$ cat config.mk
export PLATFORM = sky130hd
export DESIGN_NAME = branch_skip_compare_unit
export DESIGN_NICKNAME = d
export VERILOG_FILES = /design/src/verilog/compare_flags.v /design/src/verilog/branch_target.v /design/src/verilog/branch_skip_compare_unit.v
export VERILOG_INCLUDE_DIRS = /design/src /design/src/verilog
export SDC_FILE = /design/constraint.sdc
export NUM_CORES = 1
export LEC_CHECK = 0
export BUFFER_PORTS_ARGS = -buffer_cell sky130_fd_sc_hd__buf_2
export CAP_MARGIN = 20
export CORE_MARGIN = 5
export CORE_UTILIZATION = 50
export DETAILED_ROUTE_END_ITERATION = 8
export PLACE_DENSITY = 0.87
export SLEW_MARGIN = 25
export SYNTH_ARGS = -nofsm -noshare
export SYNTH_HDL_FRONTEND = slang
export SYNTH_HIERARCHICAL = 1
export SYNTH_SLANG_ARGS = --single-unit
$ cat constraint.sdc
create_clock -name clk -period 2.7 [get_ports clk]
set_input_delay 0 -clock clk [delete_from_list [all_inputs] [get_ports clk]]
set_output_delay 0 -clock clk [all_outputs]
set_load 0.005 [all_outputs]
$ cat src/verilog/branch_skip_regs.vh
// constants for the branch, skip and compare unit
`ifndef BRANCH_SKIP_REGS_VH
`define BRANCH_SKIP_REGS_VH
// status flag bit positions
`define FLAG_C 3'h0
`define FLAG_Z 3'h1
`define FLAG_N 3'h2
`define FLAG_V 3'h3
`define FLAG_S 3'h4
`define FLAG_H 3'h5
`define FLAG_T 3'h6
`define FLAG_I 3'h7
// operation codes on the opCode port
`define OP_NONE 5'h00
`define OP_EQUAL_SKIP 5'h01
`define OP_COMPARE_REGS 5'h02
`define OP_COMPARE_BORROW 5'h03
`define OP_COMPARE_IMM 5'h04
`define OP_SKIP_REG_ZERO 5'h05
`define OP_SKIP_REG_ONE 5'h06
`define OP_SKIP_IO_ZERO 5'h07
`define OP_SKIP_IO_ONE 5'h08
`define OP_BRANCH_FLAG_ONE 5'h09
`define OP_BRANCH_FLAG_ZERO 5'h0A
`define OP_RETURN_IRQ 5'h0B
// branch flag tests, the named branches map to these
`define OP_BRANCH_EQUAL 5'h0C
`define OP_BRANCH_UNEQUAL 5'h0D
`define OP_BRANCH_CARRY_ONE 5'h0E
`define OP_BRANCH_CARRY_ZERO 5'h0F
`define OP_BRANCH_UNSIGNED_GE 5'h10
`define OP_BRANCH_UNSIGNED_LT 5'h11
`define OP_BRANCH_NEGATIVE 5'h12
`define OP_BRANCH_NONNEGATIVE 5'h13
`define OP_BRANCH_SIGNED_GE 5'h14
`define OP_BRANCH_SIGNED_LT 5'h15
`define OP_BRANCH_NIBBLE_ONE 5'h16
`define OP_BRANCH_NIBBLE_ZERO 5'h17
`define OP_BRANCH_SPARE_ONE 5'h18
`define OP_BRANCH_SPARE_ZERO 5'h19
`define OP_BRANCH_WRAP_ONE 5'h1A
`define OP_BRANCH_WRAP_ZERO 5'h1B
// return timing in cycles, then skip pc steps
`define CYC_RETURN_IRQ 3'h4
`define SKIP_ONE_WORD 12'h002
`define SKIP_TWO_WORD 12'h003
// reset values
`define PC_RESET 12'h000
`define FLAGS_RESET 8'h00
`endif

$ cat src/verilog/compare_flags.v
// compare datapath: forms the difference only to update flags
`timescale 1ns/100ps
`include "branch_skip_regs.vh"
module compare_flags (
  // operands
  input wire [7:0] minuend,
  input wire [7:0] subtrahend,
  input wire useBorrow,
  input wire [7:0] flagsIn,
  // result flags
  output reg [7:0] flagsOut
);
  wire borrowIn;
  wire [7:0] diff;
  wire zeroNew;
  wire overflowNew;
  assign borrowIn = useBorrow & flagsIn[`FLAG_C];
  // overflow on its own net, so the flag process never reads its output
  assign overflowNew = (minuend[7] & ~subtrahend[7] & ~diff[7]) |
                       (~minuend[7] & subtrahend[7] & diff[7]);
  assign diff = minuend - subtrahend - {7'h00, borrowIn};
  // with borrow, zero only stays set, so multibyte compares chain
  assign zeroNew = useBorrow ? ((diff == 8'h00) & flagsIn[`FLAG_Z])
                             : (diff == 8'h00);
  // difference is discarded; only the flags leave this module
  always @* begin
    flagsOut = flagsIn;
    flagsOut[`FLAG_Z] = zeroNew;
    flagsOut[`FLAG_N] = diff[7];
    flagsOut[`FLAG_V] = overflowNew;
    flagsOut[`FLAG_C] = (~minuend[7] & subtrahend[7]) |
                        (subtrahend[7] & diff[7]) |
                        (diff[7] & ~minuend[7]);
    flagsOut[`FLAG_H] = (~minuend[3] & subtrahend[3]) |
                        (subtrahend[3] & diff[3]) |
                        (diff[3] & ~minuend[3]);
    flagsOut[`FLAG_S] = diff[7] ^ overflowNew;
  end
endmodule // compare_flags

$ cat src/verilog/branch_target.v
// relative branch target: program counter plus signed offset plus one
`timescale 1ns/100ps
module branch_target (
  // inputs
  input wire [11:0] pcNow,
  input wire [6:0] offset,
  // output
  output wire [11:0] target
);
  wire [11:0] offsetWide;
  // sign extension lets branches reach backward
  assign offsetWide = {{5{offset[6]}}, offset};
  assign target = pcNow + offsetWide + 12'h001;
endmodule // branch_target

$ cat src/verilog/branch_skip_compare_unit.v
// branch, skip and compare execution unit of an 8-bit core
`timescale 1ns/100ps
`include "branch_skip_regs.vh"
module branch_skip_compare_unit (
  // clock and reset
  input wire clk,
  input wire rst_n,
  // instruction issue
  input wire opValid,
  input wire [4:0] opCode,
  input wire [7:0] destOperand,
  input wire [7:0] sourceOperand,
  input wire [7:0] immediate,
  input wire [2:0] bitIndex,
  input wire [6:0] offset,
  input wire nextIsTwoWord,
  // io register value read by the datapath
  input wire [7:0] ioValue,
  // stack return address
  input wire [11:0] stackPc,
  // pc load from the rest of the core
  input wire pcLoad,
  input wire [11:0] pcLoadValue,
  // flag load from the rest of the core
  input wire flagsLoad,
  input wire [7:0] flagsLoadValue,
  // results
  output reg [11:0] programCounter,
  output reg [7:0] statusFlags,
  output reg busy,
  output reg taken,
  output reg done
);
  localparam [3:0] ST_IDLE = 4'h1;
  localparam [3:0] ST_WAIT = 4'h2;
  localparam [3:0] ST_LAST = 4'h4;
  localparam [3:0] ST_RET = 4'h8;

  reg [3:0] state_reg;
  reg [3:0] state_next;
  reg [2:0] count_reg;
  reg [2:0] count_next;
  reg [11:0] pendPc_reg;
  reg [11:0] pendPc_next;
  reg [11:0] pc_next;
  reg [7:0] flags_next;
  reg busy_next;
  reg taken_next;
  reg done_next;

  reg condTrue;
  reg isBranch;
  reg isSkip;
  reg isCompare;
  wire [7:0] cmpFlags;
  wire [11:0] relTarget;
  wire [11:0] skipStep;
  wire [7:0] cmpSubtrahend;

  // decode: true for the fixed-flag branch codes
  function branchFlagOf;
    input [4:0] code;
    input [7:0] f;
    begin
      case (code)
        `OP_BRANCH_EQUAL: branchFlagOf = f[`FLAG_Z];
        `OP_BRANCH_UNEQUAL: branchFlagOf = ~f[`FLAG_Z];
        `OP_BRANCH_CARRY_ONE: branchFlagOf = f[`FLAG_C];
        `OP_BRANCH_CARRY_ZERO: branchFlagOf = ~f[`FLAG_C];
        `OP_BRANCH_UNSIGNED_GE: branchFlagOf = ~f[`FLAG_C];
        `OP_BRANCH_UNSIGNED_LT: branchFlagOf = f[`FLAG_C];
        `OP_BRANCH_NEGATIVE: branchFlagOf = f[`FLAG_N];
        `OP_BRANCH_NONNEGATIVE: branchFlagOf = ~f[`FLAG_N];
        `OP_BRANCH_SIGNED_GE:
          branchFlagOf = ~(f[`FLAG_N] ^ f[`FLAG_V]);
        `OP_BRANCH_SIGNED_LT:
          branchFlagOf = f[`FLAG_N] ^ f[`FLAG_V];
        `OP_BRANCH_NIBBLE_ONE: branchFlagOf = f[`FLAG_H];
        `OP_BRANCH_NIBBLE_ZERO: branchFlagOf = ~f[`FLAG_H];
        `OP_BRANCH_SPARE_ONE: branchFlagOf = f[`FLAG_T];
        `OP_BRANCH_SPARE_ZERO: branchFlagOf = ~f[`FLAG_T];
        `OP_BRANCH_WRAP_ONE: branchFlagOf = f[`FLAG_V];
        `OP_BRANCH_WRAP_ZERO: branchFlagOf = ~f[`FLAG_V];
        default: branchFlagOf = 1'b0;
      endcase
    end
  endfunction

  // selects the indexed bit; shared by register, io and flag tests
  function bitAt;
    input [7:0] v;
    input [2:0] idx;
    begin
      bitAt = v[idx];
    end
  endfunction

  // compare with immediate uses the constant as subtrahend
  assign cmpSubtrahend = (opCode == `OP_COMPARE_IMM) ? immediate
                                                     : sourceOperand;

  compare_flags u_cmp (
    .minuend(destOperand),
    .subtrahend(cmpSubtrahend),
    .useBorrow(opCode == `OP_COMPARE_BORROW),
    .flagsIn(statusFlags),
    .flagsOut(cmpFlags)
  );

  branch_target u_tgt (
    .pcNow(programCounter),
    .offset(offset),
    .target(relTarget)
  );

  // skip distance depends on the size of the skipped instruction
  assign skipStep = nextIsTwoWord ? `SKIP_TWO_WORD
                                  : `SKIP_ONE_WORD;

  // condition decode for the issued instruction
  always @* begin
    condTrue = 1'b0;
    isBranch = 1'b0;
    isSkip = 1'b0;
    isCompare = 1'b0;
    case (opCode)
      // register equality skip
      `OP_EQUAL_SKIP: begin
        isSkip = 1'b1;
        condTrue = (destOperand == sourceOperand);
      end
      // bit tests on a general register
      `OP_SKIP_REG_ZERO: begin
        isSkip = 1'b1;
        condTrue = ~bitAt(sourceOperand, bitIndex);
      end
      `OP_SKIP_REG_ONE: begin
        isSkip = 1'b1;
        condTrue = bitAt(sourceOperand, bitIndex);
      end
      // bit tests on the io value, which must be steady at issue
      `OP_SKIP_IO_ZERO: begin
        isSkip = 1'b1;
        condTrue = ~bitAt(ioValue, bitIndex);
      end
      `OP_SKIP_IO_ONE: begin
        isSkip = 1'b1;
        condTrue = bitAt(ioValue, bitIndex);
      end
      // indexed status bit branches
      `OP_BRANCH_FLAG_ONE: begin
        isBranch = 1'b1;
        condTrue = bitAt(statusFlags, bitIndex);
      end
      `OP_BRANCH_FLAG_ZERO: begin
        isBranch = 1'b1;
        condTrue = ~bitAt(statusFlags, bitIndex);
      end
      // compares only touch flags, the pc steps by one
      `OP_COMPARE_REGS, `OP_COMPARE_BORROW, `OP_COMPARE_IMM: begin
        isCompare = 1'b1;
      end
      default: begin
        isBranch = (opCode >= `OP_BRANCH_EQUAL);
        condTrue = branchFlagOf(opCode, statusFlags);
      end
    endcase
  end

  // sequencer: a taken branch or skip holds busy for its extra cycles
  always @* begin
    state_next = state_reg;
    count_next = count_reg;
    pendPc_next = pendPc_reg;
    pc_next = programCounter;
    flags_next = statusFlags;
    busy_next = 1'b0;
    taken_next = 1'b0;
    done_next = 1'b0;
    // external flag load goes first so writes by the unit win
    if (flagsLoad) begin
      flags_next = flagsLoadValue;
    end
    case (state_reg)
      ST_IDLE: begin
        // an external pc load beats an issue in the same cycle
        if (pcLoad) begin
          pc_next = pcLoadValue;
        end else if (opValid) begin
          if (isCompare) begin
            flags_next = cmpFlags;
            pc_next = programCounter + 12'h001;
            done_next = 1'b1;
          end else if (opCode == `OP_RETURN_IRQ) begin
            pendPc_next = stackPc;
            count_next = `CYC_RETURN_IRQ - 3'h2;
            busy_next = 1'b1;
            state_next = ST_RET;
          end else if ((isBranch | isSkip) & condTrue) begin
            // pc moves at the last cycle so fetch sees one clean change
            pendPc_next = isBranch ? relTarget
                                   : programCounter + skipStep;
            count_next = (isSkip & nextIsTwoWord) ? 3'h1 : 3'h0;
            busy_next = 1'b1;
            state_next = (isSkip & nextIsTwoWord) ? ST_WAIT : ST_LAST;
          end else begin
            // not taken, or unknown code: one cycle and fall through
            pc_next = programCounter + 12'h001;
            done_next = 1'b1;
          end
        end
      end
      // a two-word skip spends one more cycle here
      ST_WAIT: begin
        busy_next = 1'b1;
        state_next = ST_LAST;
      end
      // final cycle: apply the held target and pulse done
      ST_LAST: begin
        pc_next = pendPc_reg;
        taken_next = 1'b1;
        done_next = 1'b1;
        state_next = ST_IDLE;
      end
      // return counts down while the stack value waits in pendPc
      ST_RET: begin
        if (count_reg == 3'h0) begin
          pc_next = pendPc_reg;
          flags_next[`FLAG_I] = 1'b1;
          taken_next = 1'b1;
          done_next = 1'b1;
          state_next = ST_IDLE;
        end else begin
          busy_next = 1'b1;
          count_next = count_reg - 3'h1;
        end
      end
      default: begin
        state_next = ST_IDLE;
      end
    endcase
  end

  // state and output flops; outputs come straight from these
  always @(posedge clk or negedge rst_n) begin
    if (!rst_n) begin
      state_reg <= ST_IDLE;
      count_reg <= 3'h0;
      pendPc_reg <= `PC_RESET;
      programCounter <= `PC_RESET;
      statusFlags <= `FLAGS_RESET;
      busy <= 1'b0;
      taken <= 1'b0;
      done <= 1'b0;
    end else begin
      state_reg <= state_next;
      count_reg <= count_next;
      pendPc_reg <= pendPc_next;
      programCounter <= pc_next;
      statusFlags <= flags_next;
      busy <= busy_next;
      taken <= taken_next;
      done <= done_next;
    end
  end
endmodule // branch_skip_compare_unit

==> impl_metrics.env <==
export IMPL_synthesis_area_um2=4700
export IMPL_slew_headroom_pct=56.6
export IMPL_clk_pin_slew_worst_paths_ns=0.09
export IMPL_ys_ff_latch=42
export IMPL_cts_buffers=5
export IMPL_num_vias=4760
export IMPL_peakVddDrop_v=0.000306
export IMPL_drive_gt1_share_pct=30.9
export IMPL_viasPerCell=6.03
export IMPL_cp_required_ns=2.89
export IMPL_die_w_um=107
export IMPL_placed_area_um2=5530
export IMPL_whs_ns=0.00612
export IMPL_synth_ff_type="dfrtp_1"
export IMPL_die_y_um=107
export IMPL_antenna_found_initial=0
export IMPL_htree_levels=2
export IMPL_synth_cells=553
export IMPL_r2r_slack_ns=-0.12
export IMPL_tritoncts="done"
export IMPL_final_nets=797
export IMPL_instances_no_fill=790
export IMPL_dieArea_um2=11400
export IMPL_fin_area_um2=5780
export IMPL_grt_max_degree=43
export IMPL_dp_cells=776
export IMPL_yosysUniqueCellTypes=75
export IMPL_drv_cap=0
export IMPL_wl_mm=13.5
export IMPL_grt_pass1_wl_mm=22.4
export IMPL_core_um2=9200
export IMPL_synth_edff_count=0
export IMPL_synthToLayoutAreaGrowth_pct=23.1
export IMPL_fillerInstances=742
export IMPL_setup_viol=2
export IMPL_clk_latency_ns=0.31
export IMPL_cp_max_fo=3
export IMPL_setup_tns_final_ns=-0.129
export IMPL_grt_use_total_pct=23.8
export IMPL_finish_utilization_pct=62.9
export IMPL_postRouteAntennaNets=0
export IMPL_end_kind="register"
export IMPL_synth_area_per_cell_um2=8.49
export IMPL_rsz0062_at_grt="true"
export IMPL_leakage_nw=2.63
export IMPL_grt_pass1_vias=4766
export IMPL_finalWeightedCongestion=0.929
export IMPL_path_class="reg -> reg"
export IMPL_initial_core_util_pct=51.1
export IMPL_worst_clock_skew_ns=0.0135
export IMPL_first_pass_iters=5
export IMPL_fin_crit_ns=2.82
export IMPL_violations="setup timing"
export IMPL_outcome="complete, but fails checks"
export IMPL_fin_crit_sh_pct=105
export IMPL_insertedDiodeCount=0
export IMPL_fin_ws_ns=-0.125
export IMPL_drtIter0Drc=335
export IMPL_arrival_ns=3.01
export IMPL_yosys_warnings=6
export IMPL_cts_sinks=42
export IMPL_max_freq_ghz=0.354
export IMPL_hpwl_mm=10.7
export IMPL_hold_path_class="in -> reg"
export IMPL_fp_row_count=35
export IMPL_grt_overflow=0
export IMPL_tightestPinTransition_ns=0.651
export IMPL_place_ws_ns=-0.347
export IMPL_drcViolationCount=0
export IMPL_clockBufferDepth=2
export IMPL_clk_root_buffer_cell="clkbuf_8"
export IMPL_final_hold_viol_count=0
export IMPL_drv_slew=0
export IMPL_wl_per_cell_um=17.1
export IMPL_synthArstFlopShare_pct=100
export IMPL_power_mw=3.36
export IMPL_syn_nets=671
export IMPL_io_buffers=107
export IMPL_yosysSeqAreaShare_pct=22.4
export IMPL_num_io_pins=108
export IMPL_start_kind="register"
export IMPL_p_per_area_nw_per_um2=580
==> synthesized netlist by cell type (4+ instances only) <==
library cell | instances | area [um2]
a21o_1 | 5 | 37.5
a21oi_1 | 20 | 100
a221o_1 | 12 | 120
a2bb2oi_1 | 7 | 61.3
and2_1 | 12 | 75.1
buf_2 | 4 | 20.0
buf_4 | 5 | 37.5
buf_6 | 4 | 45.0
clkbuf_1 | 15 | 56.3
dfrtp_1 | 41 | 1030
ha_1 | 30 | 375
inv_1 | 34 | 128
mux2_2 | 14 | 158
mux2i_1 | 28 | 280
nand2_1 | 61 | 229
nand2b_1 | 7 | 43.8
nand3_1 | 8 | 40.0
nand4_1 | 7 | 43.8
nor2_1 | 30 | 113
nor2b_1 | 11 | 68.8
nor3_1 | 10 | 50.1
o211ai_1 | 8 | 60.1
o21a_1 | 5 | 37.5
o21ai_0 | 38 | 190
o21ai_1 | 5 | 25.0
o22ai_1 | 9 | 56.3
o31ai_1 | 5 | 37.5
xnor2_1 | 23 | 201
xor2_1 | 23 | 201
==> what timing repair did <==
| item | 4_1_cts | 5_1_grt |
|---|---|---|
| resized for setup | 3 | 18 |
| pin swaps | 0 | 9 |
| setup buffers | 0 | 3 |
| endpoints found under the setup margin | 4 | 11 |
| hold buffers | 4 | 0 |
| hold endpoints to repair | 44 | 0 |
==> worst max-delay path, stage by stage (launching register included) <==
cell      delay [ns]
dfrtp_1         0.39
inv_1           0.06
ha_2            0.17
inv_2           0.04
fa_2            0.41
a211oi_2        0.29
nor3_2          0.06
or4_4           0.52
a21oi_2         0.14
xnor2_1         0.08
mux2i_1         0.14
o21ai_1         0.11
mux2_4          0.28
==> cell usage in the layout, fill, tap and decap left out, types with 9 or more instances in the layout <==
| cell type | count |
|---|---|
| xnor2_1 | 23 |
| a221o_1 | 12 |
| a21oi_1 | 18 |
| nor2b_1 | 11 |
| buf_4 | 40 |
| and2_1 | 12 |
| xor2_1 | 23 |
| nand2_1 | 59 |
| mux2_2 | 13 |
| o22ai_1 | 9 |
| nor2_1 | 30 |
| buf_2 | 104 |
| dfrtp_1 | 41 |
| nor3_1 | 9 |
| o21ai_0 | 36 |
| mux2i_1 | 28 |
| inv_1 | 31 |
| ha_1 | 25 |
==> layer usage <==
layer  track usage [%]  vias up  wire length [um]  part of all wire, %
met4              9.41        0               368                  2.7
li1                  -     2249                 -                    -
met5                 0        -                 0                    0
met1              31.1     2266              5660                   42
met2              39.7      209              6600                   49
met3              3.31       36               892                  6.6
==> final cells by class <==
class                           instances  area (um2)  area share (%)
Clock buffer                            6        82.6            1.43
Clock inverter                          1        30.0           0.519
Inverter                               34         130            2.25
Multi-Input combinational cell        446        3460            59.9
Sequential cell                        42        1050            18.2
Tap cell                              111         139            2.40
Timing Repair Buffer                  150         887            15.3
==> where the power goes <==
part / internal [mW] / leakage (nW) / switching (mW) / total (mW)
Sequential: 0.797 / 0.515 / 0.159 / 0.956
Combinational: 0.913 / 2.06 / 0.970 / 1.88
Clock: 0.296 / 0.0573 / 0.222 / 0.518
Total: 2.01 / 2.63 / 1.35 / 3.36
==> cells by family (layout without fill, tap and decap cells) <==
| family | Yosys count | in the layout | share of synthesized area, % |
|---|---|---|---|
| buf+inv | 65 | 191 | 6.34 |
| xor+xnor | 47 | 47 | 8.93 |
| simple gates | 170 | 170 | 18.3 |
| mux | 49 | 49 | 12.0 |
| flops | 42 | 42 | 22.4 |
| compound gates | 147 | 147 | 22.8 |
| fa+ha+maj | 33 | 33 | 9.27 |
==> worst paths after layout <==
kind                                         from                 to  depth (start not counted)
min in group asynchronous                   rst_n  programCounter[7]                          2
max in group asynchronous                   rst_n       state_reg[0]                          2
worst min-delay path            flagsLoadValue[0]     statusFlags[0]                          3
worst min register to register     pendPc_reg[11]     pendPc_reg[11]                          1
worst max register to register  programCounter[0]     pendPc_reg[10]                         12
worst max-delay path            programCounter[0]     pendPc_reg[10]                         12
Power figures use the tool's default switching activity.
